**src/rtl/svtd_map.vh**
```
`ifndef SVTD_MAP_VH
`define SVTD_MAP_VH
// Register byte addresses on the AXI4-Lite slave.
`define SVTD_OFF_CTRL 4'h0
`define SVTD_OFF_STAT 4'h4
`define SVTD_OFF_MASK 4'h8
`define SVTD_OFF_GIE 4'hC
// Control register field positions.
`define SVTD_LVL_HI 3
`define SVTD_LVL_LO 0
`define SVTD_EN_BIT 4
`define SVTD_RVST_BIT 5
`define SVTD_BGST_BIT 6
`define SVTD_DIR_BIT 7
// Status and mask bit positions.
`define SVTD_TRIP_BIT 0
// Reset values.
`define SVTD_CTRL_RST 8'h04
`define SVTD_MASK_RST 1'h0
`define SVTD_GIE_RST 1'h0
// Level code that selects the external trip input.
`define SVTD_LVL_EXT 4'hF
// Reference start-up time in ns, and its cycle count at 50 MHz.
`define SVTD_RVST_NS 1000
`define SVTD_CLK_MHZ 50
`define SVTD_RVST_CYC ((`SVTD_RVST_NS * `SVTD_CLK_MHZ + 999) / 1000)
// AXI responses.
`define SVTD_RESP_OK 2'h0
`define SVTD_RESP_SLVERR 2'h2
`endif

```
**src/rtl/svtd_sync.v**
```verilog
`timescale 1ns/10ps
`default_nettype none
module svtd_sync
(
	input wire i_ref_clk,
	input wire i_rst,
	input wire i_async,
	output wire o_sync
);
	reg meta_q;
	reg sync_q;

	// Two-stage synchroniser; only the second stage is used downstream.
	always @(posedge i_ref_clk)
	begin
		if (i_rst)
		begin
			meta_q <= 1'b0;
			sync_q <= 1'b0;
		end
		else
		begin
			meta_q <= i_async;
			sync_q <= meta_q;
		end
	end

	assign o_sync = sync_q;
endmodule // svtd_sync
`default_nettype wire

```
**src/rtl/svtd_detector.v**
```verilog
// Overview of operation
// [RQ1] Detector circuitry is powered only while control bit 4 enable is one.
// [RQ2] Control bit 5 reads zero after each enable until reference settles, then one.
// [RQ3] Trip flag cannot be set while the reference-stable bit is zero.
// [RQ4] Bit 7 zero flags supply at or below trip; one flags at or above.
// [RQ5] Control bits 3:0 pick one of 15 levels; 0000 minimum, 1110 maximum.
// [RQ6] Level code 1111 routes the external trip input to the comparator.
// [RQ7] Control bit 6 reads back the band gap stable indication.
// [RQ8] A trip in the chosen direction sets a sticky flag until software clears it.
// [RQ9] Software programs level, then direction, then sets enable.
// [RQ10] After enabling, software clears any stale trip flag.
// [RQ11] Interrupt requested only when trip enable and global enable are both set.
// [RQ12] Software should disable before changing direction or level, then re-enable.
// [RQ13] Any reset returns the control register to reset state, detector disabled.
// [RQ14] Detection continues during sleep; a trip sets the flag and requests wake. Here o_wake is raised only while the mask bit is also set.
// [RQ15] Comparator output passes two flops; flag sets on first synchronised true cycle.
//
// Design decisions made here: the placing of the registers and the AXI4-Lite register port.
`timescale 1ns/10ps
`default_nettype none
`include "svtd_map.vh"
module svtd_detector
(
	input wire i_ref_clk,
	input wire i_rst,
	// AXI4-Lite slave.
	input wire [3:0] i_s_axi_awaddr,
	input wire i_s_axi_awvalid,
	output wire o_s_axi_awready,
	input wire [31:0] i_s_axi_wdata,
	input wire [3:0] i_s_axi_wstrb,
	input wire i_s_axi_wvalid,
	output wire o_s_axi_wready,
	output wire [1:0] o_s_axi_bresp,
	output wire o_s_axi_bvalid,
	input wire i_s_axi_bready,
	input wire [3:0] i_s_axi_araddr,
	input wire i_s_axi_arvalid,
	output wire o_s_axi_arready,
	output wire [31:0] o_s_axi_rdata,
	output wire [1:0] o_s_axi_rresp,
	output wire o_s_axi_rvalid,
	input wire i_s_axi_rready,
	// Analog front end.
	input wire i_cmp_below_async,
	input wire i_cmp_above_async,
	input wire i_bandgap_stable,
	output reg o_detector_power,
	output reg [3:0] o_trip_level_select,
	output reg o_external_trip_sel,
	// Interrupt and wake.
	output reg o_irq,
	output reg o_wake
);
	reg [7:0] ctrl_q;
	reg trip_flag_q;
	reg mask_q;
	reg gie_q;
	reg rvst_q;
	reg [7:0] rvst_cnt_q;
	reg aw_held_q;
	reg [3:0] aw_addr_q;
	reg w_held_q;
	reg [31:0] w_data_q;
	reg [3:0] w_strb_q;
	reg bvalid_q;
	reg [1:0] bresp_q;
	reg rvalid_q;
	reg [31:0] rdata_q;
	reg [1:0] rresp_q;
	wire below_s;
	wire above_s;
	wire trip_cond;
	wire wr_go;
	wire wr_stat_clr;
	wire rd_go;
	wire enable;
	wire trip_set;
	reg trip_flag_d;
	reg [1:0] settle_q;
	reg [1:0] settle_d;
	reg [7:0] rvst_cnt_d;
	reg [31:0] rdata_d;

	// Reference settle states, one binary code each.
	localparam [1:0] SETTLE_OFF = 2'b00;
	localparam [1:0] SETTLE_RUN = 2'b01;
	localparam [1:0] SETTLE_DONE = 2'b10;

	// Maps an address to a known register, so writes and reads agree.
	function addr_ok;
		input [3:0] a;
		begin
			addr_ok = (a == `SVTD_OFF_CTRL) || (a == `SVTD_OFF_STAT) ||
				(a == `SVTD_OFF_MASK) || (a == `SVTD_OFF_GIE);
		end
	endfunction

	// Bus response for an address; unmapped words answer with a slave error.
	function [1:0] bus_resp;
		input [3:0] a;
		begin
			bus_resp = addr_ok(a) ? `SVTD_RESP_OK : `SVTD_RESP_SLVERR;
		end
	endfunction

	// Level field of a control byte, so drive, decode and readback cannot disagree.
	function [3:0] lvl_field;
		input [7:0] c;
		begin
			lvl_field = c[`SVTD_LVL_HI:`SVTD_LVL_LO];
		end
	endfunction

	// Comparator outputs cross into the clock domain through two flops.
	svtd_sync u_sync_below
	(
		.i_ref_clk(i_ref_clk),
		.i_rst(i_rst),
		.i_async(i_cmp_below_async),
		.o_sync(below_s)
	); // [RQ15]
	svtd_sync u_sync_above
	(
		.i_ref_clk(i_ref_clk),
		.i_rst(i_rst),
		.i_async(i_cmp_above_async),
		.o_sync(above_s)
	); // [RQ15]

	assign enable = ctrl_q[`SVTD_EN_BIT];
	// The direction bit picks which comparator sense counts as a trip.
	assign trip_cond = ctrl_q[`SVTD_DIR_BIT] ? above_s : below_s; // [RQ4]

	// Write channel: address and data may arrive in either order.
	assign o_s_axi_awready = !aw_held_q && !bvalid_q;
	assign o_s_axi_wready = !w_held_q && !bvalid_q;
	assign o_s_axi_bvalid = bvalid_q;
	assign o_s_axi_bresp = bresp_q;
	assign wr_go = aw_held_q && w_held_q && !bvalid_q;
	assign wr_stat_clr = wr_go && (aw_addr_q == `SVTD_OFF_STAT) && w_strb_q[0] &&
		w_data_q[`SVTD_TRIP_BIT];

	always @(posedge i_ref_clk)
	begin
		if (i_rst)
		begin
			aw_held_q <= 1'b0;
			aw_addr_q <= 4'h0;
			w_held_q <= 1'b0;
			w_data_q <= 32'h0000_0000;
			w_strb_q <= 4'h0;
			bvalid_q <= 1'b0;
			bresp_q <= `SVTD_RESP_OK;
		end
		else
		begin
			if (i_s_axi_awvalid && o_s_axi_awready)
			begin
				aw_held_q <= 1'b1;
				aw_addr_q <= i_s_axi_awaddr;
			end
			if (i_s_axi_wvalid && o_s_axi_wready)
			begin
				w_held_q <= 1'b1;
				w_data_q <= i_s_axi_wdata;
				w_strb_q <= i_s_axi_wstrb;
			end
			if (wr_go)
			begin
				aw_held_q <= 1'b0;
				w_held_q <= 1'b0;
				bvalid_q <= 1'b1;
				bresp_q <= bus_resp(aw_addr_q);
			end
			else if (bvalid_q && i_s_axi_bready)
				bvalid_q <= 1'b0;
		end
	end

	// Control, mask and global enable. Status bits 6:5 are never stored.
	always @(posedge i_ref_clk)
	begin
		if (i_rst)
		begin
			ctrl_q <= `SVTD_CTRL_RST; // [RQ13]
			mask_q <= `SVTD_MASK_RST;
			gie_q <= `SVTD_GIE_RST;
		end
		else if (wr_go && w_strb_q[0])
		begin
			if (aw_addr_q == `SVTD_OFF_CTRL)
			begin
				ctrl_q[`SVTD_DIR_BIT] <= w_data_q[`SVTD_DIR_BIT]; // [RQ4]
				ctrl_q[`SVTD_EN_BIT] <= w_data_q[`SVTD_EN_BIT]; // [RQ1]
				ctrl_q[`SVTD_LVL_HI:`SVTD_LVL_LO] <=
					w_data_q[`SVTD_LVL_HI:`SVTD_LVL_LO]; // [RQ5]
			end
			if (aw_addr_q == `SVTD_OFF_MASK)
				mask_q <= w_data_q[`SVTD_TRIP_BIT];
			if (aw_addr_q == `SVTD_OFF_GIE)
				gie_q <= w_data_q[0];
		end
	end

	// Reference settle sequence. The analog start-up has no clock of its own, so it is
	// modelled as a fixed count that restarts on every enable; a brief trip inside
	// that window is lost on purpose, as the unsettled hardware would miss it too.
	always @*
	begin
		settle_d = settle_q;
		rvst_cnt_d = rvst_cnt_q;
		case (settle_q)
			SETTLE_OFF:
			begin
				// The first counted cycle is the one right after enable lands.
				if (enable)
				begin
					settle_d = SETTLE_RUN;
					rvst_cnt_d = 8'h01;
				end
				else
					rvst_cnt_d = 8'h00;
			end
			SETTLE_RUN:
			begin
				if (!enable)
				begin
					settle_d = SETTLE_OFF;
					rvst_cnt_d = 8'h00;
				end
				else if (rvst_cnt_q == `SVTD_RVST_CYC - 1)
					settle_d = SETTLE_DONE; // [RQ2]
				else
					rvst_cnt_d = rvst_cnt_q + 8'h01;
			end
			SETTLE_DONE:
			begin
				// Dropping enable throws the reference back to unsettled at once.
				if (!enable)
				begin
					settle_d = SETTLE_OFF;
					rvst_cnt_d = 8'h00;
				end
			end
			default:
			begin
				settle_d = SETTLE_OFF;
				rvst_cnt_d = 8'h00;
			end
		endcase
	end

	// Settle state and counter; the stable bit is the registered state decode.
	always @(posedge i_ref_clk)
	begin
		if (i_rst)
		begin
			settle_q <= SETTLE_OFF;
			rvst_cnt_q <= 8'h00;
			rvst_q <= 1'b0; // [RQ2]
		end
		else
		begin
			settle_q <= settle_d;
			rvst_cnt_q <= rvst_cnt_d;
			rvst_q <= (settle_d == SETTLE_DONE); // [RQ2]
		end
	end

	// A trip counts only with the detector on and its reference settled.
	assign trip_set = enable && rvst_q && trip_cond; // [RQ3] [RQ15]

	// Sticky trip flag next value. The set is applied last, so a trip in the
	// clearing cycle wins over the clear and no event is lost.
	always @*
	begin
		trip_flag_d = trip_flag_q;
		if (wr_stat_clr)
			trip_flag_d = 1'b0; // [RQ8]
		if (trip_set)
			trip_flag_d = 1'b1; // [RQ3] [RQ8]
	end

	// Trip flag register.
	always @(posedge i_ref_clk)
	begin
		if (i_rst)
			trip_flag_q <= 1'b0;
		else
			trip_flag_q <= trip_flag_d;
	end

	// Analog controls and interrupt outputs, all registered.
	always @(posedge i_ref_clk)
	begin
		if (i_rst)
		begin
			o_detector_power <= 1'b0;
			o_trip_level_select <= 4'h0;
			o_external_trip_sel <= 1'b0;
			o_irq <= 1'b0;
			o_wake <= 1'b0;
		end
		else
		begin
			o_detector_power <= enable; // [RQ1]
			o_trip_level_select <= lvl_field(ctrl_q); // [RQ5]
			o_external_trip_sel <= (lvl_field(ctrl_q) == `SVTD_LVL_EXT); // [RQ6]
			o_irq <= trip_flag_q && mask_q && gie_q; // [RQ11]
			// Wake does not need the global enable, as a sleeping core must resume.
			o_wake <= trip_flag_q && mask_q; // [RQ14]
		end
	end

	// Read channel: one outstanding read, answer one cycle after acceptance.
	assign o_s_axi_arready = !rvalid_q;
	assign o_s_axi_rvalid = rvalid_q;
	assign o_s_axi_rdata = rdata_q;
	assign o_s_axi_rresp = rresp_q;
	assign rd_go = i_s_axi_arvalid && !rvalid_q;

	// Read word assembly. The two stability bits are live status, never stored.
	always @*
	begin
		rdata_d = 32'h0000_0000;
		case (i_s_axi_araddr)
			`SVTD_OFF_CTRL:
				rdata_d = {24'h00_0000, ctrl_q[`SVTD_DIR_BIT], i_bandgap_stable, rvst_q,
					ctrl_q[`SVTD_EN_BIT], lvl_field(ctrl_q)}; // [RQ2] [RQ7]
			`SVTD_OFF_STAT:
				rdata_d = {31'h0000_0000, trip_flag_q}; // [RQ8]
			`SVTD_OFF_MASK:
				rdata_d = {31'h0000_0000, mask_q};
			`SVTD_OFF_GIE:
				rdata_d = {31'h0000_0000, gie_q};
			default:
				rdata_d = 32'h0000_0000;
		endcase
	end

	always @(posedge i_ref_clk)
	begin
		if (i_rst)
		begin
			rvalid_q <= 1'b0;
			rdata_q <= 32'h0000_0000;
			rresp_q <= `SVTD_RESP_OK;
		end
		else if (rd_go)
		begin
			rvalid_q <= 1'b1;
			rresp_q <= bus_resp(i_s_axi_araddr);
			rdata_q <= rdata_d;
		end
		else if (rvalid_q && i_s_axi_rready)
			rvalid_q <= 1'b0;
	end
endmodule // svtd_detector
`default_nettype wire

```
**config.mk**
```make
export PLATFORM = sky130hd
export DESIGN_NAME = svtd_detector
export DESIGN_NICKNAME = d
export VERILOG_FILES = /design/src/rtl/svtd_sync.v /design/src/rtl/svtd_detector.v
export VERILOG_INCLUDE_DIRS = /design/src /design/src/rtl
export SDC_FILE = /design/constraint.sdc
export NUM_CORES = 1
export LEC_CHECK = 0
export ABC_AREA = 1
export BUFFER_PORTS_ARGS = -buffer_cell sky130_fd_sc_hd__buf_2
export CAP_MARGIN = 20
export CORE_MARGIN = 4
export CORE_UTILIZATION = 43
export DETAILED_ROUTE_END_ITERATION = 6
export PLACE_DENSITY = 0.75
export SLEW_MARGIN = 20
export SYNTH_ARGS = -nofsm -noshare
export SYNTH_HDL_FRONTEND = slang
export SYNTH_SLANG_ARGS = --single-unit
```
**constraint.sdc**
```tcl
create_clock -name i_ref_clk -period 1.1 [get_ports i_ref_clk]
set_clock_uncertainty 0.05 [all_clocks]
set_input_delay 0.11 -clock i_ref_clk [delete_from_list [all_inputs] [get_ports i_ref_clk]]
set_output_delay 0.11 -clock i_ref_clk [all_outputs]
set_load 0.03 [all_outputs]
```
==> flow_metrics.py, run 1 <==
metrics = {
    "synth": {
        "synthDistinctLibCells": 34,
        "netlist_instances": 321,
        "syn-cell-area_mm2": 0.002511,
        "yosys.area.top_type": "dfxtp_1",
        "ys_warn_count": 0,
        "ys_async_sr_fraction": 0,
        "synth_edf_count": 0,
        "ys_seq_elements": 57,
        "synth_top_area_share": 0.4544,
        "postSynthAreaPerCell_um2": 7.823,
        "synth_flop_cell": "dfxtp_1",
        "ys_seq_area_frac": 0.4544,
        "synth.area.top_cells": "dfxtp_1, buf_4, nor2_1",
    },
    "route": {
        "drc": 0,
        "ant_nets": 0,
        "vias_per_cell": 4.797,
        "route.vias.total": 2437,
        "first_iter_violations": 84,
        "wirelength_mm": 6.729,
        "first_pass_iters": 4,
        "wl_per_cell_um": 13.25,
    },
    "timing": {
        "rsz0062_at_grt": "yes",
        "fin_ws_ps": -214.3,
        "setup_viol": 34,
        "fmax_mhz": 760.8,
        "slew_violations": 0,
        "finalCritPeriodShare": 1.195,
        "min_period_ps": 1314,
        "hold_violations": 0,
    },
    "cells_and_area": {
        "n_antenna_cell": 0,
        "post-route-util": 0.6676,
        "synthToLayoutAreaGrowth_pct": 48.18,
        "final_nets": 487,
        "final_cell_count_no_fill": 508,
        "drive_gt1_frac": 0.4037,
    },
    "power": {
        "power.density_mw_per_mm2": 1377,
        "p_leak_nw": 1.656,
        "irDropWorstVdd_mv": 1.246,
    },
    "clocking": {
        "clkTransAtPathRegs_ps": 60,
        "cts_inserted_buffers": 9,
        "htreeDepth": 3,
        "cts_root_buffer": "clkbuf_8",
        "cts_buffer_depth": 2,
        "numClockSinks": 57,
        "clock_latency_ps": 340,
        "cts_tree": "done",
    },
    "global_routing": {
        "grt_pass1_wl_mm": 10.19,
        "grt.total_usage": 0.1806,
        "grt_overflow": 0,
        "grt_max_degree": 20,
        "grt_pass1_vias": 2303,
        "antenna_found_initial": 0,
    },
    "floorplan": {
        "initial_core_util": 0.4505,
        "core_mm2": 0.005574,
        "chipHeight_um": 84.42,
        "die-area_mm2": 0.007127,
        "rows": 27,
        "ios": 103,
        "die_w_um": 84.42,
    },
    "placed_design": {
        "placed_cells_incl_taps": 463,
        "dp_hpwl_mm": 4.064,
        "gp_congestion": 0.7766,
        "io_buffers": 47,
    },
    "hold_path": {
        "min_path_type": "in -> reg",
    },
    "critical_path": {
        "cp-end-kind": "register",
        "crit_path_start_kind": "register",
        "required_ps": 1310,
        "setup.worst_path.class": "reg -> reg",
        "cp.arrival_ps": 1530,
        "path_max_fanout": 7,
    },
    "flow_run": {
        "maxCapViolCount": 0,
    },
    "run_status": {
        "failed_checks": "negative setup slack",
        "status": "finished with violations",
    },
}
area by class of cell:
cell class                 instances  area [um^2]
tap                               72        90.09
clock inverter                     2        35.03
inverter                          39        166.4
timing repair buffer             105        782.0
sequential                        57         1159
fill                             440         1853
clock buffer                      14        172.7
multi-input combinational        219         1316
report_power, final:
group          switching (mW)  total [mW]  internal (mW)
combinational           0.541       0.873          0.331
sequential             0.0628        2.21           2.15
clock                   0.808        2.04           1.23
registers in the layout (all words and copies together), names as in the netlist, 2 cells and up:
name                 count
o_s_axi_rdata            8
rvst_cnt_q               8
ctrl_q                   6
w_data_q                 6
aw_addr_q                4
o_trip_level_select      4
settle_q                 2
cells in the mapped netlist (2+ instances only):
cell type,count
a21oi_1,25
buf_2,3
buf_4,26
dfxtp_1,57
ha_1,2
inv_1,38
nand2_1,37
nand2_2,4
nand3_1,16
nand3_4,2
nand4_1,7
nor2_1,50
nor2_4,3
nor3_1,2
nor3_4,2
o211ai_1,2
o21ai_0,27
o22ai_1,2
placed cells by master, fill, tap and decap left out, types with 3 or more instances in the layout:
cell type / Yosys / routed
dlygate4sd3_1: 0 / 15
nor2_1: 50 / 44
o21ai_0: 27 / 8
nand3_4: 2 / 3
inv_4: 0 / 3
nand2_4: 1 / 4
nand2_1: 37 / 30
buf_6: 1 / 13
buf_4: 26 / 33
a21oi_1: 25 / 22
nand2_8: 0 / 3
conb_1: 1 / 26
nand4_1: 7 / 7
nand3_1: 16 / 13
dfxtp_2: 0 / 5
buf_2: 3 / 42
a21oi_2: 0 / 3
nand3_2: 1 / 3
inv_1: 38 / 29
nor2_4: 3 / 8
clkbuf_8: 0 / 12
dfxtp_1: 57 / 49
inv_2: 0 / 5
o21ai_2: 0 / 13
nand2_2: 4 / 7
dfxtp_4: 0 / 3
o21ai_1: 0 / 5
per-layer routing:
layer	vias up	routed length, um	GRT usage
li1	1208	-	-
met1	1138	2516	0.1836
met2	73	3706	0.3350
met3	18	363	0.06673
met4	0	142	0.06763
met5	-	0	0
stage by stage:
| step | TNS, ps | hold WS (ps) | power (mW) | cell area [um^2] | setup slack (ps) |
|---|---|---|---|---|---|
| after floorplan | -470.1 | 142.7 | 2.750 | 2688 | -58.01 |
| after global placement | -1106 | 270.6 | 2.870 | 3009 | -104.4 |
| after detailed placement | -1651 | 270.5 | 2.881 | 3009 | -143.7 |
| after CTS | -2553 | 19.13 | 5.020 | 3526 | -142.8 |
| after global routing | -6185 | 35.31 | 5.329 | 3721 | -318.6 |
| final | -3984 | 30.87 | 5.123 | 3721 | -214.3 |
final timing paths:
path	slack, ps	startpoint	cells after the start	end
worst max-delay path	-210	rvst_cnt_q[1]	8	rvst_cnt_q[2]
worst min-delay path	30	i_s_axi_rready	3	o_s_axi_rvalid
worst max register to register	-210	rvst_cnt_q[1]	8	rvst_cnt_q[2]
worst min register to register	360	u_sync_below.meta_q	2	u_sync_below.o_sync
logic make-up after synthesis:
group                      after synthesis  share of synthesized area
AOI/OAI and AO/OA                       58                     0.1206
muxes                                    1                   0.003986
other                                    1                   0.001493
adders and majority gates                2                   0.009964
and+or+nand+nor                        130                     0.2561
DFF                                     57                     0.4544
buffers and inverters                   72                     0.1535
critical path, cell delays in order (launching register included):
cell and delay (ps):
dfxtp_2 330, inv_2 70, ha_4 130, nand2_4 50
nor2_4 110, nand3_4 140, nand2_8 130, nand2_1 70
a21oi_1 160
repair_timing:
action                                 4_1_cts  5_1_grt
gates resized for setup                     37       40
endpoints found under the hold margin       15        0
setup endpoints to repair                   25       39
buffers inserted                             7        5
pin swaps                                    7       14
cloned                                       1        1
hold buffers                                15        0
Note: power is estimated with default switching activity, not from simulation.
==> run 2, diff against run 1 <==
--- a/config.mk
+++ b/config.mk
@@ -9,10 +9,11 @@
 export ABC_AREA = 1
 export BUFFER_PORTS_ARGS = -buffer_cell sky130_fd_sc_hd__buf_2
 export CAP_MARGIN = 20
+export CORE_ASPECT_RATIO = 0.6
 export CORE_MARGIN = 4
-export CORE_UTILIZATION = 43
+export CORE_UTILIZATION = 48
 export DETAILED_ROUTE_END_ITERATION = 6
-export PLACE_DENSITY = 0.75
+export PLACE_DENSITY = 0.8
 export SLEW_MARGIN = 20
 export SYNTH_ARGS = -nofsm -noshare
 export SYNTH_HDL_FRONTEND = slang
==> constraint.sdc (replaced) <==
create_clock -name i_ref_clk -period 1.3 [get_ports i_ref_clk]
set_clock_uncertainty 0.05 [all_clocks]
set_input_delay 0.13 -clock i_ref_clk [delete_from_list [all_inputs] [get_ports i_ref_clk]]
set_output_delay 0.13 -clock i_ref_clk [all_outputs]
set_load 0.03 [all_outputs]
==> run 2 against run 1 <==
The run now ends clean; critical path depth did not move; design area fell by 16%; largest cell class unchanged; largest power group unchanged; via count fell by 9.4%; non-clock buffer count fell by 39; wire length fell by 18%; hold slack got worse by 14 ps; first-iteration DRC count fell by 2.4%; worst setup slack improved by 230 ps; total power fell by 28%; final cell count fell by 9.4%.
==> flow_metrics.py, run 2 (synthesis results as in run 1) <==
metrics = {
    "global_routing": {
        "grt.total_usage": 0.1700,
        "grt_pass1_vias": 1901,
        "antenna_found_initial": 0,
        "grt_pass1_wl_mm": 8.611,
        "grt_max_degree": 32,
        "grt_overflow": 0,
    },
    "critical_path": {
        "crit_path_start_kind": "register",
        "r2r_slack_ps": 10,
        "timing.rr.start": "rvst_cnt_q[1]",
        "reg2reg_to": "rvst_cnt_q[0]",
        "required_ps": 1500,
        "cp_slowest_cell": "dfxtp_2",
        "path_max_fanout": 7,
        "max_stage_delay_ps": 330,
        "path_cells": "inv_2 > ha_4 > nand2_4 > nor2_4 > nand3_4 > nand2_8 > nand2_2 > o22ai_1",
        "cp.arrival_ps": 1490,
        "setup.worst_path.class": "reg -> reg",
        "reg2regPathDepth": 8,
        "worstSetupStartpoint": "rvst_cnt_q[1]",
        "cp-end-kind": "register",
    },
    "clocking": {
        "numClockSinks": 57,
        "cts_root_buffer": "clkbuf_8",
        "cts_tree": "done",
        "htreeDepth": 3,
        "cts_inserted_buffers": 9,
        "clkTransAtPathRegs_ps": 60,
        "cts_buffer_depth": 2,
        "clock_latency_ps": 320,
    },
    "route": {
        "drc": 0,
        "wl_per_cell_um": 12.01,
        "first_iter_violations": 82,
        "ant_nets": 0,
        "route.vias.total": 2209,
        "first_pass_iters": 4,
        "vias_per_cell": 4.802,
        "wirelength_mm": 5.525,
    },
    "floorplan": {
        "ios": 103,
        "rows": 20,
        "die-area_mm2": 0.006491,
        "chipHeight_um": 64.03,
        "initial_core_util": 0.4968,
        "core_mm2": 0.005055,
        "die_w_um": 101.4,
    },
    "timing": {
        "rsz0062_at_grt": "yes",
        "setup_viol": 0,
        "fmax_mhz": 777.0,
        "slew_violations": 0,
        "finalCritPeriodShare": 0.9899,
        "fin_setup_tns_ps": 0,
        "worst_hold_slack_ps": 17.19,
        "hold_violations": 0,
        "min_period_ps": 1287,
    },
    "power": {
        "p_leak_nw": 1.407,
        "irDropWorstVdd_mv": 0.7007,
        "power.density_mw_per_mm2": 1175,
    },
    "hold_path": {
        "hold_start": "i_s_axi_wdata[4]",
        "hold_end": "w_data_q[4]",
        "hold-path-cell-count": 3,
        "min_path_type": "in -> reg",
    },
    "placed_design": {
        "io_buffers": 47,
        "gp_congestion": 0.8188,
        "dp_hpwl_mm": 4.041,
    },
    "flow_run": {
        "maxCapViolCount": 0,
    },
    "cells_and_area": {
        "final_common_cell": "dfxtp_1",
        "synthToLayoutAreaGrowth_pct": 24.86,
        "final_nets": 447,
        "drive_gt1_frac": 0.2995,
        "mostFrequentLayoutCells": "dfxtp_1, nor2_1, buf_2, inv_1, nand2_1",
        "fill_cells": 447,
        "n_antenna_cell": 0,
    },
    "run_status": {
        "status": "completed",
    },
}
==> run 2: cell types whose count changed in the layout (fill, tap and decap cells not counted), moves of 3 or more <==
cell / before / now
nand3_1: 13 / 16
buf_4: 33 / 13
inv_4: 3 / 0
nor2_1: 44 / 47
buf_6: 13 / 2
inv_1: 29 / 34
clkbuf_8: 12 / 9
o21ai_2: 13 / 2
nand3_2: 3 / 0
dlygate4sd3_1: 15 / 6
buf_2: 42 / 45
o21ai_0: 8 / 23
o21ai_1: 5 / 2
==> run 2: worst max path at each step <==
| stage | to | slack [ps] | depth (start not counted) |
|---|---|---|---|
| 6_report | rvst_cnt_q[0] | 10 | 8 |
| 3_3_place_gp | rvst_cnt_q[1] | -0.7 | 7 |
| 4_1_cts | o_s_axi_wready | 5 | 3 |
| 5_1_grt | rvst_cnt_q[0] | -50 | 8 |
| 3_5_place_dp | rvst_cnt_q[2] | -20 | 7 |
| 2_1_floorplan | ctrl_q[1] | 70 | 6 |
==> run 2: metrics by stage <==
| stage | area [um^2] | util | worst slack [ps] | power, mW | cells |
|---|---|---|---|---|---|
| after floorplan | 2623 | - | 69.73 | 2.306 | 346 |
| after global placement | 2781 | 0.5502 | -0.6969 | 2.379 | 436 |
| after detailed placement | 2781 | 0.5502 | -20.21 | 2.392 | 436 |
| after CTS | 3013 | 0.5960 | 4.799 | 3.691 | 457 |
| after global routing | 3136 | 0.6203 | -52.80 | 3.867 | 460 |
| final | 3136 | 0.6203 | 13.08 | 3.686 | 460 |
==> run 2: timing repair <==
action                                 4_1_cts  5_1_grt
endpoints found under the hold margin        6        0
gates cloned                                 0        1
setup endpoints to repair                    8       27
buffers inserted                             1        2
hold buffers                                 6        0
gates resized for setup                      7       35
pin swaps                                    4        9
==> run 2: layer usage <==
layer / share of wire / GRT usage / vias up
met2: 0.42 / 0.2410 / 83
met3: 0.088 / 0.05998 / 5
met5: 0 / 0 / -
met4: 0.0085 / 0.06965 / 0
met1: 0.48 / 0.2332 / 994
li1: - / - / 1127
==> run 2: final cells by class <==
class	instances	area, um^2	area share
clock buffers	13	138.9	0.04429
clock inverters	1	5.005	0.001596
inverters	39	151.4	0.04828
multi-input cells	218	1199	0.3823
flip-flops and latches	57	1154	0.3679
well taps	66	82.58	0.02634
repair buffers	66	405.4	0.1293
==> run 2: power by group <==
part           leakage, nW  internal, mW  switching (mW)
Sequential           0.469          1.82          0.0543
Clock               0.0733         0.669           0.608
Combinational        0.865         0.168           0.366
Total                 1.41          2.66            1.03
==> run 2: worst max-delay path, delay by kind of cell, from the launching register on <==
family / cells / cell delay (ps)
AND/OR/NAND/NOR: 5 / 530
flip-flops: 1 / 330
adder cells (fa/ha/maj): 1 / 130
AO/OA/AOI/OAI: 1 / 100
buffers and inverters: 1 / 70
==> run 3, diff against run 2 <==
==> constraint.sdc (replaced) <==
create_clock -name i_ref_clk -period 1.3 [get_ports i_ref_clk]
set_clock_uncertainty 0.05 [all_clocks]
set_input_delay 0.065 -clock i_ref_clk [delete_from_list [all_inputs] [get_ports i_ref_clk]]
set_output_delay 0.065 -clock i_ref_clk [all_outputs]
set_load 0.03 [all_outputs]
==> run 3 against run 2 <==
The run now ends with negative setup slack left; critical path depth unchanged; non-clock buffer count increased by 14; fmax decreased by 1.3%.
==> flow_metrics.py, run 3 (synthesis results as in run 1) <==
metrics = {
    "run_status": {
        "status": "finished with violations",
        "failed_checks": "negative setup slack",
    },
    "clocking": {
        "cts_buffer_depth": 2,
        "cts_root_buffer": "clkbuf_8",
        "clkTransAtPathRegs_ps": 60,
        "cts_inserted_buffers": 9,
        "htreeDepth": 3,
        "numClockSinks": 57,
        "cts_tree": "done",
        "clock_latency_ps": 330,
    },
    "critical_path": {
        "setup.worst_path.class": "reg -> reg",
        "reg2regPathDepth": 8,
        "required_ps": 1470,
        "cp.arrival_ps": 1480,
        "timing.rr.start": "rvst_cnt_q[1]",
        "r2r_slack_ps": -4,
        "crit_path_start_kind": "register",
        "cp-end-kind": "register",
        "reg2reg_to": "rvst_cnt_q[5]",
        "path_max_fanout": 5,
    },
    "cells_and_area": {
        "mostFrequentLayoutCells": "dfxtp_1, nor2_1, buf_2, inv_1, nand2_1",
        "fin_area_mm2": 0.003249,
        "drive_gt1_frac": 0.2745,
        "final_nets": 460,
        "fill_cells": 424,
        "n_antenna_cell": 0,
        "synthToLayoutAreaGrowth_pct": 29.40,
        "final_common_cell": "dfxtp_1",
    },
    "timing": {
        "fmax_mhz": 766.8,
        "min_period_ps": 1304,
        "hold_violations": 0,
        "setup_viol": 1,
        "fin_setup_tns_ps": -4.152,
        "rsz0062_at_grt": "yes",
        "finalCritPeriodShare": 1.003,
        "worst_hold_slack_ps": 33.00,
        "slew_violations": 0,
        "fin_ws_ps": -4.152,
    },
    "power": {
        "total_power_mw": 3.786,
        "irDropWorstVdd_mv": 0.8261,
        "p_leak_nw": 1.456,
        "power.density_mw_per_mm2": 1165,
    },
    "flow_run": {
        "maxCapViolCount": 0,
    },
    "floorplan": {
        "chipHeight_um": 64.03,
        "rows": 20,
        "die_w_um": 101.4,
        "die-area_mm2": 0.006491,
        "core_mm2": 0.005055,
        "initial_core_util": 0.4968,
        "ios": 103,
    },
    "route": {
        "drc": 0,
        "wl_met3_um": 620,
        "first_pass_iters": 4,
        "ant_nets": 0,
        "met1Wirelength_mm": 2.568,
        "top_layer": "met4",
        "first_iter_violations": 121,
        "wl_per_cell_um": 12.60,
        "wirelength_mm": 5.972,
        "route.vias.total": 2297,
        "wl_met2_mm": 2.711,
        "vias_per_cell": 4.846,
    },
    "hold_path": {
        "hold_end": "o_s_axi_rdata[5]",
        "hold_start": "i_s_axi_araddr[3]",
        "min_path_type": "in -> reg",
        "hold-path-cell-count": 4,
    },
    "global_routing": {
        "grt_overflow": 0,
        "antenna_found_initial": 0,
        "grt_max_degree": 32,
        "grt.total_usage": 0.1870,
        "grt_pass1_vias": 2056,
        "grt_pass1_wl_mm": 9.390,
    },
    "placed_design": {
        "placed_cell_area_mm2": 0.002774,
        "dp_hpwl_mm": 4.058,
        "io_buffers": 47,
        "gp_congestion": 0.8114,
    },
}
[run 3: report_power, final]
group	leakage [nW]	switching [mW]	internal (mW)
registers	0.469	0.0517	1.82
clock network	0.0778	0.620	0.737
logic	0.910	0.371	0.187
[run 3: per-layer routing]
layer  global-route usage  vias to the layer above
met5                    0                        -
met4              0.04975                        0
met1               0.2440                     1028
met3              0.08506                       11
li1                     -                     1152
met2               0.2793                      106
[run 3: per-stage QoR]
| stage | util | worst slack [ps] | cells |
|---|---|---|---|
| 2_1_floorplan | - | 69.73 | 346 |
| 3_3_place_gp | 0.5488 | 10.07 | 435 |
| 3_5_place_dp | 0.5488 | -53.60 | 435 |
| 4_1_cts | 0.6260 | -12.69 | 471 |
| 5_1_grt | 0.6428 | -67.87 | 474 |
| 6_report | 0.6428 | -4.152 | 474 |
[run 3: worst max-delay path, stage by stage, from the launching register on]
cell and delay [ps]:
dfxtp_2 330, inv_2 70, ha_4 130, nand2_4 50, nor2_4 120, nand3_4 140
buf_4 170, nand4_1 60, a21oi_1 70
[run 3: repair_timing]
| action | 4_1_cts | 5_1_grt |
|---|---|---|
| hold buffers | 18 | 0 |
| cloned | 0 | 0 |
| resized for setup | 10 | 24 |
| pin swaps | 4 | 7 |
| buffers inserted | 3 | 3 |
| endpoints found under the hold margin | 18 | 0 |
| endpoints found under the setup margin | 8 | 26 |
[run 3: how the worst max path moves through the flow]
stage                    from  depth (start not counted)            end
3_5_place_dp    rvst_cnt_q[0]                          7  rvst_cnt_q[2]
5_1_grt         rvst_cnt_q[1]                          8  rvst_cnt_q[5]
6_report        rvst_cnt_q[1]                          8  rvst_cnt_q[5]
2_1_floorplan  o_s_axi_bvalid                          6      ctrl_q[1]
4_1_cts         rvst_cnt_q[1]                          8  rvst_cnt_q[3]
3_3_place_gp    rvst_cnt_q[0]                          7  rvst_cnt_q[1]
[run 3: area by class of cell]
| cell class | instances | area (um^2) | area share |
|---|---|---|---|
| tap | 66 | 82.58 | 0.02541 |
| inverter | 39 | 151.4 | 0.04659 |
| sequential | 57 | 1151 | 0.3543 |
| clock buffer | 15 | 156.4 | 0.04813 |
| timing repair buffer | 80 | 534.3 | 0.1644 |
| multi-input combinational | 217 | 1174 | 0.3612 |
